==> src/logic/serial_control_port_pkg.sv <==
// Shared constants, types and decode helpers of the serial control port
package serial_control_port_pkg;

  // Host register map
  localparam logic [7:0] DATA_OFFSET      = 8'h00;
  localparam logic [7:0] CONTROL_OFFSET   = 8'h01;
  localparam logic [7:0] CH0_IFACE_OFFSET = 8'h20;
  localparam logic [7:0] CH1_IFACE_OFFSET = 8'h40;

  // Control/status register fields
  localparam int ENABLE0_BIT  = 0;
  localparam int ENABLE1_BIT  = 1;
  localparam int TRANSMIT_BIT = 2;
  localparam int DONE_BIT     = 3;
  localparam int DONE_IE_BIT  = 4;
  localparam int BAUD_LSB     = 5;
  localparam int BAUD_MSB     = 6;
  localparam int CI_BIT       = 7;

  // Serial interface control register fields
  localparam int SERIAL_PORT_ENABLE_BIT_BIT  = 0;
  localparam int SLAVE_BIT = 1;

  // Reset values and the data read while busy
  localparam logic [7:0] DATA_RESET    = 8'h00;
  localparam logic [7:0] CONTROL_RESET = 8'h00;
  localparam logic [7:0] IFACE_RESET   = 8'h00;
  localparam logic [7:0] BUSY_READ     = 8'h00;

  // Timing
  localparam int         MCLK_PERIOD_NS  = 4;
  localparam logic [3:0] BITS_PER_BURST  = 4'h8;
  localparam int         MAX_TAP_DIVIDE  = 16;
  localparam int         START_LATENCY_MCLK = (3 * MAX_TAP_DIVIDE) / 2;

  typedef enum logic [1:0] {
    IDLE,
    SHIFT,
    DELIVER
  } phase_type;

  typedef struct packed {
    logic       sel;
    logic       wr;
    logic       rd;
    logic [7:0] addr;
    logic [7:0] wdata;
  } host_req_type;

  typedef struct packed {
    logic in;
    logic out;
    logic oe;
  } pin_type;

  // Half-period tick mask of the divider chain: period of 2, 4, 8 or 16 clocks
  function automatic logic [2:0] tap_mask(input logic [1:0] baud);
    case (baud)
      2'h0:    tap_mask = 3'h0;
      2'h1:    tap_mask = 3'h1;
      2'h2:    tap_mask = 3'h3;
      default: tap_mask = 3'h7;
    endcase
  endfunction

endpackage

==> src/logic/level_sync.sv <==
// Two-flop synchroniser for a group of level inputs
`timescale 1ns/10ps
module level_sync
  import serial_control_port_pkg::*;
#(
  parameter int WIDTH = 3
)
(
  input  wire logic             mclk,
  input  wire logic             rst,
  input  wire logic             clk_en,
  input  wire logic [WIDTH-1:0] async_in,
  input  wire logic [WIDTH-1:0] reset_level,
  output logic      [WIDTH-1:0] sync_out
);

  if (WIDTH < 1)
  begin : g_bad_width
    $error("level_sync needs at least one bit");
  end

  typedef struct packed {
    logic [WIDTH-1:0] first;
    logic [WIDTH-1:0] second;
  } sync_state_type;

  sync_state_type cur;
  sync_state_type next_cur;

  always_comb
  begin
    next_cur        = cur;
    next_cur.first  = async_in;
    next_cur.second = cur.first;
  end

  // Both stages start at the pins' idle level, so no false edge follows reset
  always_ff @(posedge mclk)
  begin
    if (rst)
    begin
      cur <= '{first: reset_level, second: reset_level};
    end
    else if (clk_en)
    begin
      cur <= next_cur;
    end
  end

  assign sync_out = cur.second;

endmodule // level_sync

==> src/logic/word_buffer.sv <==
// Small FIFO with valid/ready on both sides
`timescale 1ns/10ps
module word_buffer
  import serial_control_port_pkg::*;
#(
  parameter int WIDTH = 8,
  parameter int DEPTH = 2
)
(
  input  wire logic             mclk,
  input  wire logic             rst,
  input  wire logic             clk_en,
  input  wire logic             in_valid,
  output logic                  in_ready,
  input  wire logic [WIDTH-1:0] in_data,
  output logic                  out_valid,
  input  wire logic             out_ready,
  output logic      [WIDTH-1:0] out_data
);

  localparam int AW = (DEPTH > 1) ? $clog2(DEPTH) : 1;

  if (DEPTH < 2 || (1 << AW) != DEPTH || WIDTH < 1)
  begin : g_bad_shape
    $error("word_buffer depth must be a power of two, at least 2");
  end

  typedef struct packed {
    logic [DEPTH-1:0][WIDTH-1:0] mem;
    logic [AW:0]                 wp;
    logic [AW:0]                 rp;
  } buf_state_type;

  buf_state_type cur;
  buf_state_type next_cur;
  logic          full;
  logic          empty;

  assign full      = (cur.wp[AW] != cur.rp[AW]) && (cur.wp[AW-1:0] == cur.rp[AW-1:0]);
  assign empty     = (cur.wp == cur.rp);
  assign in_ready  = !full;
  assign out_valid = !empty;
  assign out_data  = cur.mem[cur.rp[AW-1:0]];

  always_comb
  begin
    next_cur = cur;
    if (in_valid && !full)
    begin
      next_cur.mem[cur.wp[AW-1:0]] = in_data;
      next_cur.wp                  = cur.wp + {{AW{1'b0}}, 1'b1};
    end
    if (out_ready && !empty)
    begin
      next_cur.rp = cur.rp + {{AW{1'b0}}, 1'b1};
    end
  end

  always_ff @(posedge mclk)
  begin
    if (rst)
    begin
      cur <= '0;
    end
    else if (clk_en)
    begin
      cur <= next_cur;
    end
  end

endmodule // word_buffer

==> src/logic/serial_control_port.sv <==
// Byte-wide four-wire serial control port, master or slave
`timescale 1ns/10ps
module serial_control_port
  import serial_control_port_pkg::*;
#(
  parameter int BUFFER_DEPTH = 2
)
(
  input  wire logic         mclk,
  input  wire logic         rst,
  input  wire logic         clk_en,
  input  host_req_type      host_req,
  output logic [7:0]        host_rdata,
  output logic              exchange_done_interrupt,
  input  wire logic         select_line_0_in,
  output logic              select_line_0_out_n,
  output logic              select_line_0_oe,
  output logic              select_line_1_n,
  output logic              select_line_1_oe,
  input  wire logic         shift_clock_pin_in,
  output logic              shift_clock_pin_out,
  output logic              shift_clock_pin_oe,
  output logic              serial_out_pin,
  output logic              serial_out_pin_oe,
  input  wire logic         serial_in_pin,
  input  wire logic         modem_rts_n,
  output logic              rx_valid,
  input  wire logic         rx_ready,
  output logic [7:0]        rx_data
);

  if (BUFFER_DEPTH < 2)
  begin : g_bad_depth
    $error("serial_control_port needs a buffer of at least two words");
  end

  typedef struct packed {
    phase_type  phase;
    logic [7:0] shift;
    logic [7:0] control;
    logic [7:0] ch0_iface;
    logic [7:0] ch1_iface;
    logic [3:0] count;
    logic [2:0] prescale;
    logic       clk_level;
    logic       tx_bit;
    logic [7:0] rdata;
    logic       sel_prev;
    logic       clk_prev;
  } port_state_type;

  localparam port_state_type STATE_RESET = '{
    phase:     IDLE,
    shift:     DATA_RESET,
    control:   CONTROL_RESET,
    ch0_iface: IFACE_RESET,
    ch1_iface: IFACE_RESET,
    count:     4'h0,
    prescale:  3'h0,
    clk_level: 1'b0,
    tx_bit:    1'b0,
    rdata:     8'h00,
    sel_prev:  1'b1,
    clk_prev:  1'b0
  };

  port_state_type cur;
  port_state_type next_cur;

  logic [2:0] sync_in;
  logic [2:0] sync_out;
  logic       sel_sync;
  logic       clk_sync;
  logic       rx_sync;
  logic       push_valid;
  logic       push_ready;
  logic [7:0] push_data;

  logic       port_on;
  logic       slave_mode;
  logic       master_on;
  logic       slave_on;
  logic       idle_level;
  logic       tick;
  logic       slave_selected;
  logic       busy;
  logic [7:0] shifted;

  assign sync_in = {select_line_0_in, shift_clock_pin_in, serial_in_pin};

  // Slave-side pins pass two flops before any edge detection
  level_sync #(
    .WIDTH (3)
  ) u_level_sync (
    .mclk        (mclk),
    .rst         (rst),
    .clk_en      (clk_en),
    .async_in    (sync_in),
    .reset_level (3'h7),
    .sync_out    (sync_out)
  );

  assign sel_sync = sync_out[2];
  assign clk_sync = sync_out[1];
  assign rx_sync  = sync_out[0];

  word_buffer #(
    .WIDTH (8),
    .DEPTH (BUFFER_DEPTH)
  ) u_word_buffer (
    .mclk      (mclk),
    .rst       (rst),
    .clk_en    (clk_en),
    .in_valid  (push_valid),
    .in_ready  (push_ready),
    .in_data   (push_data),
    .out_valid (rx_valid),
    .out_ready (rx_ready),
    .out_data  (rx_data)
  );

  assign port_on        = cur.ch0_iface[SERIAL_PORT_ENABLE_BIT_BIT];
  assign slave_mode     = cur.ch0_iface[SLAVE_BIT];
  assign master_on      = port_on && !slave_mode;
  assign slave_on       = port_on && slave_mode;
  assign idle_level     = cur.control[CI_BIT];
  assign tick           = (cur.prescale & tap_mask(cur.control[BAUD_MSB:BAUD_LSB])) ==
                          tap_mask(cur.control[BAUD_MSB:BAUD_LSB]);
  assign slave_selected = slave_on && !sel_sync;
  assign busy           = (cur.phase != IDLE) || slave_selected;

  always_comb
  begin
    next_cur   = cur;
    push_valid = 1'b0;
    shifted    = {cur.shift[6:0], serial_in_pin};
    push_data  = shifted;
    next_cur.prescale = cur.prescale + 3'h1;
    next_cur.sel_prev = sel_sync;
    next_cur.clk_prev = clk_sync;

    // Host writes
    if (host_req.sel && host_req.wr)
    begin
      case (host_req.addr)
        DATA_OFFSET:
        begin
          if (!busy)
          begin
            next_cur.shift = host_req.wdata;
          end
        end
        CONTROL_OFFSET:
        begin
          next_cur.control[ENABLE0_BIT]       = host_req.wdata[ENABLE0_BIT];
          next_cur.control[ENABLE1_BIT]       = host_req.wdata[ENABLE1_BIT];
          next_cur.control[DONE_IE_BIT]       = host_req.wdata[DONE_IE_BIT];
          next_cur.control[BAUD_MSB:BAUD_LSB] = host_req.wdata[BAUD_MSB:BAUD_LSB];
          next_cur.control[CI_BIT]            = host_req.wdata[CI_BIT];
          if (host_req.wdata[DONE_BIT])
          begin
            next_cur.control[DONE_BIT] = 1'b0;
          end
          if (cur.phase == IDLE && master_on && host_req.wdata[TRANSMIT_BIT])
          begin
            next_cur.control[TRANSMIT_BIT] = 1'b1;
          end
        end
        CH0_IFACE_OFFSET:
        begin
          next_cur.ch0_iface = host_req.wdata;
        end
        CH1_IFACE_OFFSET:
        begin
          next_cur.ch1_iface = host_req.wdata;
        end
        default:
        begin
          next_cur.ch0_iface = next_cur.ch0_iface;
        end
      endcase
    end

    // Host reads
    if (host_req.sel && host_req.rd)
    begin
      case (host_req.addr)
        DATA_OFFSET:      next_cur.rdata = busy ? BUSY_READ : cur.shift;
        CONTROL_OFFSET:   next_cur.rdata = cur.control;
        CH0_IFACE_OFFSET: next_cur.rdata = cur.ch0_iface;
        CH1_IFACE_OFFSET: next_cur.rdata = cur.ch1_iface;
        default:          next_cur.rdata = 8'h00;
      endcase
    end

    // Shift engine; hardware sets come last so they win over host clears
    case (cur.phase)
      IDLE:
      begin
        next_cur.clk_level = idle_level;
        if (master_on && cur.control[TRANSMIT_BIT] && push_ready && tick)
        begin
          next_cur.phase     = SHIFT;
          next_cur.count     = 4'h0;
          next_cur.clk_level = !idle_level;
          next_cur.tx_bit    = cur.shift[7];
        end
        else if (slave_selected)
        begin
          if (cur.clk_prev == idle_level && clk_sync != idle_level)
          begin
            next_cur.tx_bit = cur.shift[7];
          end
          else if (cur.clk_prev != idle_level && clk_sync == idle_level)
          begin
            next_cur.shift = {cur.shift[6:0], rx_sync};
          end
        end
        else if (slave_on && sel_sync && !cur.sel_prev)
        begin
          if (push_ready)
          begin
            push_valid                 = 1'b1;
            push_data                  = cur.shift;
            next_cur.control[DONE_BIT] = 1'b1;
          end
          else
          begin
            next_cur.phase = DELIVER;
          end
        end
      end
      SHIFT:
      begin
        if (!master_on)
        begin
          next_cur.phase                 = IDLE;
          next_cur.control[TRANSMIT_BIT] = 1'b0;
          next_cur.clk_level             = idle_level;
        end
        else if (tick)
        begin
          if (cur.clk_level != idle_level)
          begin
            next_cur.clk_level = idle_level;
            next_cur.shift     = shifted;
            next_cur.count     = cur.count + 4'h1;
            if (cur.count == BITS_PER_BURST - 4'h1)
            begin
              next_cur.phase                 = IDLE;
              next_cur.control[TRANSMIT_BIT] = 1'b0;
              next_cur.control[DONE_BIT]     = 1'b1;
              push_valid                     = 1'b1;
            end
          end
          else
          begin
            next_cur.clk_level = !idle_level;
            next_cur.tx_bit    = cur.shift[7];
          end
        end
      end
      DELIVER:
      begin
        push_data = cur.shift;
        if (push_ready)
        begin
          push_valid                 = 1'b1;
          next_cur.phase             = IDLE;
          next_cur.control[DONE_BIT] = 1'b1;
        end
      end
      default:
      begin
        next_cur.phase = IDLE;
      end
    endcase
  end

  always_ff @(posedge mclk)
  begin
    if (rst)
    begin
      cur <= STATE_RESET;
    end
    else if (clk_en)
    begin
      cur <= next_cur;
    end
  end

  assign host_rdata              = cur.rdata;
  assign exchange_done_interrupt = cur.control[DONE_BIT] && cur.control[DONE_IE_BIT];
  assign select_line_0_out_n     = !cur.control[ENABLE0_BIT];
  assign select_line_0_oe        = master_on;
  assign select_line_1_n         = !cur.control[ENABLE1_BIT];
  assign select_line_1_oe        = cur.ch1_iface[SERIAL_PORT_ENABLE_BIT_BIT];
  assign shift_clock_pin_out     = cur.clk_level;
  assign shift_clock_pin_oe      = master_on;
  assign serial_out_pin          = port_on ? cur.tx_bit : modem_rts_n;
  assign serial_out_pin_oe       = 1'b1;

endmodule // serial_control_port

==> config.mk <==
export PLATFORM = sky130hd
export DESIGN_NAME = serial_control_port
export DESIGN_NICKNAME = d
export VERILOG_FILES = /design/src/logic/serial_control_port_pkg.sv /design/src/logic/level_sync.sv /design/src/logic/word_buffer.sv /design/src/logic/serial_control_port.sv
export SDC_FILE = /design/constraint.sdc
export NUM_CORES = 1
export LEC_CHECK = 0
export ABC_AREA = 1
export BUFFER_PORTS_ARGS = -buffer_cell sky130_fd_sc_hd__buf_2
export CAP_MARGIN = 20
export CORE_MARGIN = 4
export CORE_UTILIZATION = 40
export DETAILED_ROUTE_END_ITERATION = 16
export PLACE_DENSITY = 0.65
export SYNTH_ARGS = -nofsm -noshare
export SYNTH_HDL_FRONTEND = slang
export SYNTH_HIERARCHICAL = 1
export SYNTH_SLANG_ARGS = --single-unit
==> constraint.sdc <==
create_clock -name mclk -period 2 [get_ports mclk]
set_input_delay 0.1 -clock mclk [delete_from_list [all_inputs] [get_ports mclk]]
set_output_delay 0.1 -clock mclk [all_outputs]
set_load 0.02 [all_outputs]
# == Word level (Yosys, flattened, before mapping) ==
# Cells that the tools add are included.
# totals
register_bits,79
input_bits,27
output_inout_bits,26
elab_cells,174
# classes
add_sub_neg,4
n_lt_le_gt_ge,3
eq_ne,31
n_mux,73
n_bitwise,1
reduce_logical,43
# op_table
operator,count
$mux 8,18
$mux 32,1
$pmux 8 s2,2
$pmux 8 s4,1
$mux 1,26
$mux 2,11
$mux 10,2
$logic_and 1x1->1,19
$bwmux 16,1
$mux 4,4
$reduce_and 3->1,4
$ne 2x2->1 const B,5
$ne 3x1->1 const B,3
$ne 3x3->1 const B,3
$pmux 3 s3,1
$demux 8 s1,1
$eq 8x1->1 const B,1
$eq 8x6->1 const B,1
$eq 8x7->1 const B,1
$logic_not 1->1,8
$logic_not 8->1,1
$pmux 4 s2,1
$reduce_and 8->1,1
$reduce_and 7->1,1
23 further kinds,38

# == Depth between registers and ports, before layout ==
# depth
depth_word,12
depth_mapped,16
ltp_nobuf,14

# == Modules after synthesis ==
# Netlist, hierarchy kept.
# by_module_without_submodules
mod,n_inst,cells_per_inst,area_per_inst_um2,seq_area_each_um2
serial_control_port,1,484,3199.3,1061.0
word_buffer,1,185,1118.6,400.4
level_sync,1,26,269.0,180.2

# == Worst setup path after synthesis ==
# Ideal clock, no wire load.
# synth_timing
kind,reg2reg
from,reg u_word_buffer/cur[2] in the netlist's numbering
to,reg u_word_buffer/cur[14] in the netlist's numbering
setup_ns,0.110
arrival_time_ns,1.849
t_required_ns,1.890
slack_ns,0.041
stages_incl_launch_ff,17
path_buffers,3
period_less_slack_ns,1.959
path_cell_list,dfxtp_1 -> inv_2 -> nand2_1 -> nand2_1 -> nand2_2 -> buf_2 -> nand2_1 -> inv_1 -> nand2_1 -> nand3_1 -> nand2_1 -> inv_1 -> buf_2 -> buf_2 -> nand4_1 -> nand2_1 -> nor2_1
# synth_between
elab_chain_cells,9
elab_cells_between_ends,23
classes_between,order compare: 2; eq/ne: 1; mux: 13; reduce/logical: 7
# synth_lines
item,line,rtl
start: declaration,word_buffer.sv:34,buf_state_type cur;
start signal: assignment,word_buffer.sv:67,cur <= next_cur;
$eq 1x1->1,word_buffer.sv:39,assign full = (cur.wp[AW] != cur.rp[AW]) && (cur.wp[AW-1:0] == cur.rp[AW-1:0]);
$logic_and 1x1->1,word_buffer.sv:39,
$logic_not 1->1,word_buffer.sv:41,assign in_ready = !full;
net push_ready,serial_control_port.sv:76,logic push_ready;
$logic_and 1x1->1 (2 in a row),serial_control_port.sv:201,if (master_on && cur.control[TRANSMIT_BIT] && push_ready && tick)
$mux 1,serial_control_port.sv:201,
$pmux 1 s3,serial_control_port.sv:197,case (cur.phase)
net push_valid,serial_control_port.sv:75,logic push_valid;
$logic_and 1x1->1,word_buffer.sv:48,if (in_valid && !full)
$reduce_and 2->1 (no line),--,
# The timed path passes the listed nets, and every way through them passes these cells.
# A chain may end at the register's enable or synchronous reset.

==> flow_metrics.tcl <==
set metrics [dict create \
    ios 53 \
    crit_fanout 12 \
    antennaDiodeCount 0 \
    seq_area_frac_synth_pct 35.8 \
    drc_errors 0 \
    hold_violations 0 \
    cts_setup_buffers 0 \
    hp-start "shift_clock_pin_in" \
    synth_area_per_cell_um2 6.60 \
    first_pass_iters 5 \
    maxCapViolations 0 \
    layout_common_cells "nand2_1 (176), nor2_1 (98), inv_1 (85), dfxtp_1 (72), buf_2 (51)" \
    synth-seq-cells 79 \
    gr-total-overflow 0 \
    cts.sinks 79 \
    tightestPinTransition_ns 0.526 \
    final_cells 891 \
    post-dp-hpwl_um 8970 \
    hp-class "in -> reg" \
    fin_worst_skew_ns 0.00836 \
    preCtsSetupSlack_ns -0.0391 \
    core_um2 11000 \
    drive_gt1_share_pct 16.9 \
    gp_congestion 0.878 \
    setup_violations 0 \
    worstPathRequired_ns 2.27 \
    cts_tree "done" \
    antenna_found_initial 0 \
    grt_pass1_vias 4328 \
    startpoint "cur[27]" \
    rr_endpoint "u_word_buffer/cur[15]" \
    yosysUniqueCellTypes 39 \
    die-area_um2 13200 \
    wl_per_cell_um 13.1 \
    die_y_um 115 \
    final_max_slew_viol_count 0 \
    arrival_ns 2.11 \
    die_x_um 115 \
    grt_usage_pct 18.9 \
    criticalPathCategory "reg -> reg" \
    wl_um 11700 \
    antenna_left 0 \
    slew-limit-headroom_pct 64.8 \
    finalCritPeriodShare_pct 91.9 \
    grt_pass1_wl_um 20100 \
    clock.fmax_mhz 544 \
    critPathCaptureType "flip-flop" \
    holdPathStages 3 \
    root_buffer "clkbuf_16" \
    grt_max_degree 32 \
    yosys_warnings 6 \
    p_per_area_nw_per_um2 702 \
    netlist_area_um2 4590 \
    holdBufCountCts 0 \
    cts_max_path_buffers 2 \
    p_leak_nw 2.34 \
    rr_startpoint "cur[27]" \
    cts_made_buffers 9 \
    outcome "complete, no violations" \
    peakVddDrop_v 0.000489 \
    timing.final.ws_setup_ns 0.161 \
    min_period_ns 1.84 \
    holdPathEnd "u_level_sync/cur[4]" \
    final_nets 775 \
    clk_pin_slew_ns 0.06 \
    routed-via-count 4471 \
    rrSetupSlack_ns 0.16 \
    start_util_pct 41.6 \
    drtIter0Drc 237 \
    reg2reg_depth 11 \
    areaGrowthSynthToFinish_pct 14.8 \
    port_buffers 51 \
    dp_cells 875 \
    start_kind "flip-flop" \
    h-tree-depth 3 \
    viasPerCell 5.02 \
    core.rowCount 38 \
    layout_commonest_cell "nand2_1" \
    final_util_pct 47.7 \
    clock_latency_ns 0.34 \
    syn_inst 695 \
]
## cell usage after synthesis
| cell type | count | area share, % |
|---|---|---|
| a21oi_1 | 38 | 4.1 |
| a21oi_4 | 1 | 0.35 |
| a31oi_1 | 2 | 0.27 |
| and3_1 | 1 | 0.14 |
| buf_1 | 3 | 0.25 |
| buf_2 | 7 | 0.76 |
| buf_4 | 13 | 2.1 |
| buf_6 | 6 | 1.5 |
| clkbuf_1 | 6 | 0.49 |
| clkinv_1 | 2 | 0.16 |
| conb_1 | 1 | 0.082 |
| dfxtp_1 | 73 | 32 |
| edfxtp_1 | 6 | 3.9 |
| ha_1 | 2 | 0.55 |
| inv_1 | 86 | 7.0 |
| inv_2 | 10 | 0.82 |
| inv_4 | 1 | 0.14 |
| nand2_1 | 176 | 14 |
| nand2_2 | 5 | 0.68 |
| nand2_4 | 2 | 0.49 |
| nand2b_1 | 1 | 0.14 |
| nand3_1 | 28 | 3.1 |
| nand3_2 | 2 | 0.44 |
| nand3_4 | 2 | 0.76 |
| nand4_1 | 29 | 4.0 |
| nand4_2 | 1 | 0.27 |
| nand4_4 | 1 | 0.46 |
| nor2_1 | 99 | 8.1 |
| nor2_4 | 5 | 1.2 |
| nor2_8 | 2 | 0.87 |
| nor3_1 | 3 | 0.33 |
| nor3_2 | 1 | 0.22 |
| o211ai_1 | 2 | 0.33 |
| o21ai_0 | 49 | 5.3 |
| o21ai_1 | 14 | 1.5 |
| o221ai_1 | 6 | 1.1 |
| or2_1 | 1 | 0.14 |
| xnor2_1 | 2 | 0.38 |
| xor2_1 | 6 | 1.1 |
## registers in the layout, summed over array words and instances (netlist names)
register	flops
u_level_sync/cur	3
select_line_1_oe	1
u_word_buffer/cur	20
cur	43
shift_clock_pin_out	1
u_level_sync/sync_out	3
host_rdata	8
## power by group
part / total [mW] / internal (mW) / switching (mW)
registers: 1.67 / 1.64 / 0.0284
logic: 0.459 / 0.150 / 0.309
clock network: 1.57 / 0.906 / 0.661
## critical path, cell delays in order, from the launching register on
cell     delay, ns
dfxtp_1       0.37
nand2_1       0.17
nor3_2        0.19
nand2_1       0.09
buf_4         0.18
o21ai_1       0.24
nor2_1        0.07
a21oi_1       0.11
inv_1         0.07
nand4_1       0.09
nand2_1       0.06
nor2_1        0.12
## kinds of logic after synthesis
kind of cell / after synthesis / synth area share (%)
buffers and inverters: 134 / 13.3
AND/OR/NAND/NOR: 359 / 35.7
other: 1 / 0.0818
XOR/XNOR: 8 / 1.53
flip-flops: 79 / 35.8
AO/OA/AOI/OAI: 112 / 13.1
adder cells (fa/ha/maj): 2 / 0.545
## worst max-delay path by stage
stage / end / slack (ns) / cells past startpoint
3_5_place_dp: u_word_buffer/cur[15] / -0.04 / 12
4_1_cts: u_word_buffer/cur[15] / 0.05 / 12
2_1_floorplan: u_word_buffer/cur[14] / 0.04 / 16
6_report: u_word_buffer/cur[15] / 0.16 / 11
5_1_grt: cur[15] / -0.009 / 11
3_3_place_gp: cur[10] / 0.17 / 13
## final cells by class
class,instances,area (um2)
fill,1151,5770
multi-input combinational,485,2370
sequential,79,1650
timing repair buffer,72,413
inverter,99,374
clock buffer,11,253
tap,140,175
clock inverter,5,30.0
## stage by stage
stage	hold WS, ns	total power [mW]	instance area [um2]	setup TNS (ns)
floorplan	0.169	2.03	4600	0
global placement	0.367	2.15	4950	0
detailed placement	0.375	2.16	4950	-0.140
CTS	0.0210	3.74	5240	0
global route	0.0343	3.86	5260	-0.0150
finish	0.0295	3.70	5260	0
## metal layers
metal	track usage, %	up-vias	routed length [um]
met4	7.75	0	269
met5	0	-	0
met1	25.0	2035	5350
met2	30.1	104	5370
met3	4.00	22	709
li1	-	2310	-
## what timing repair did
item,4_1_cts,5_1_grt
resized for setup,1,7
gates cloned,0,0
setup endpoints to repair,8,25
pin swaps,0,0
No activity file was read; power rests on OpenSTA's default activity.
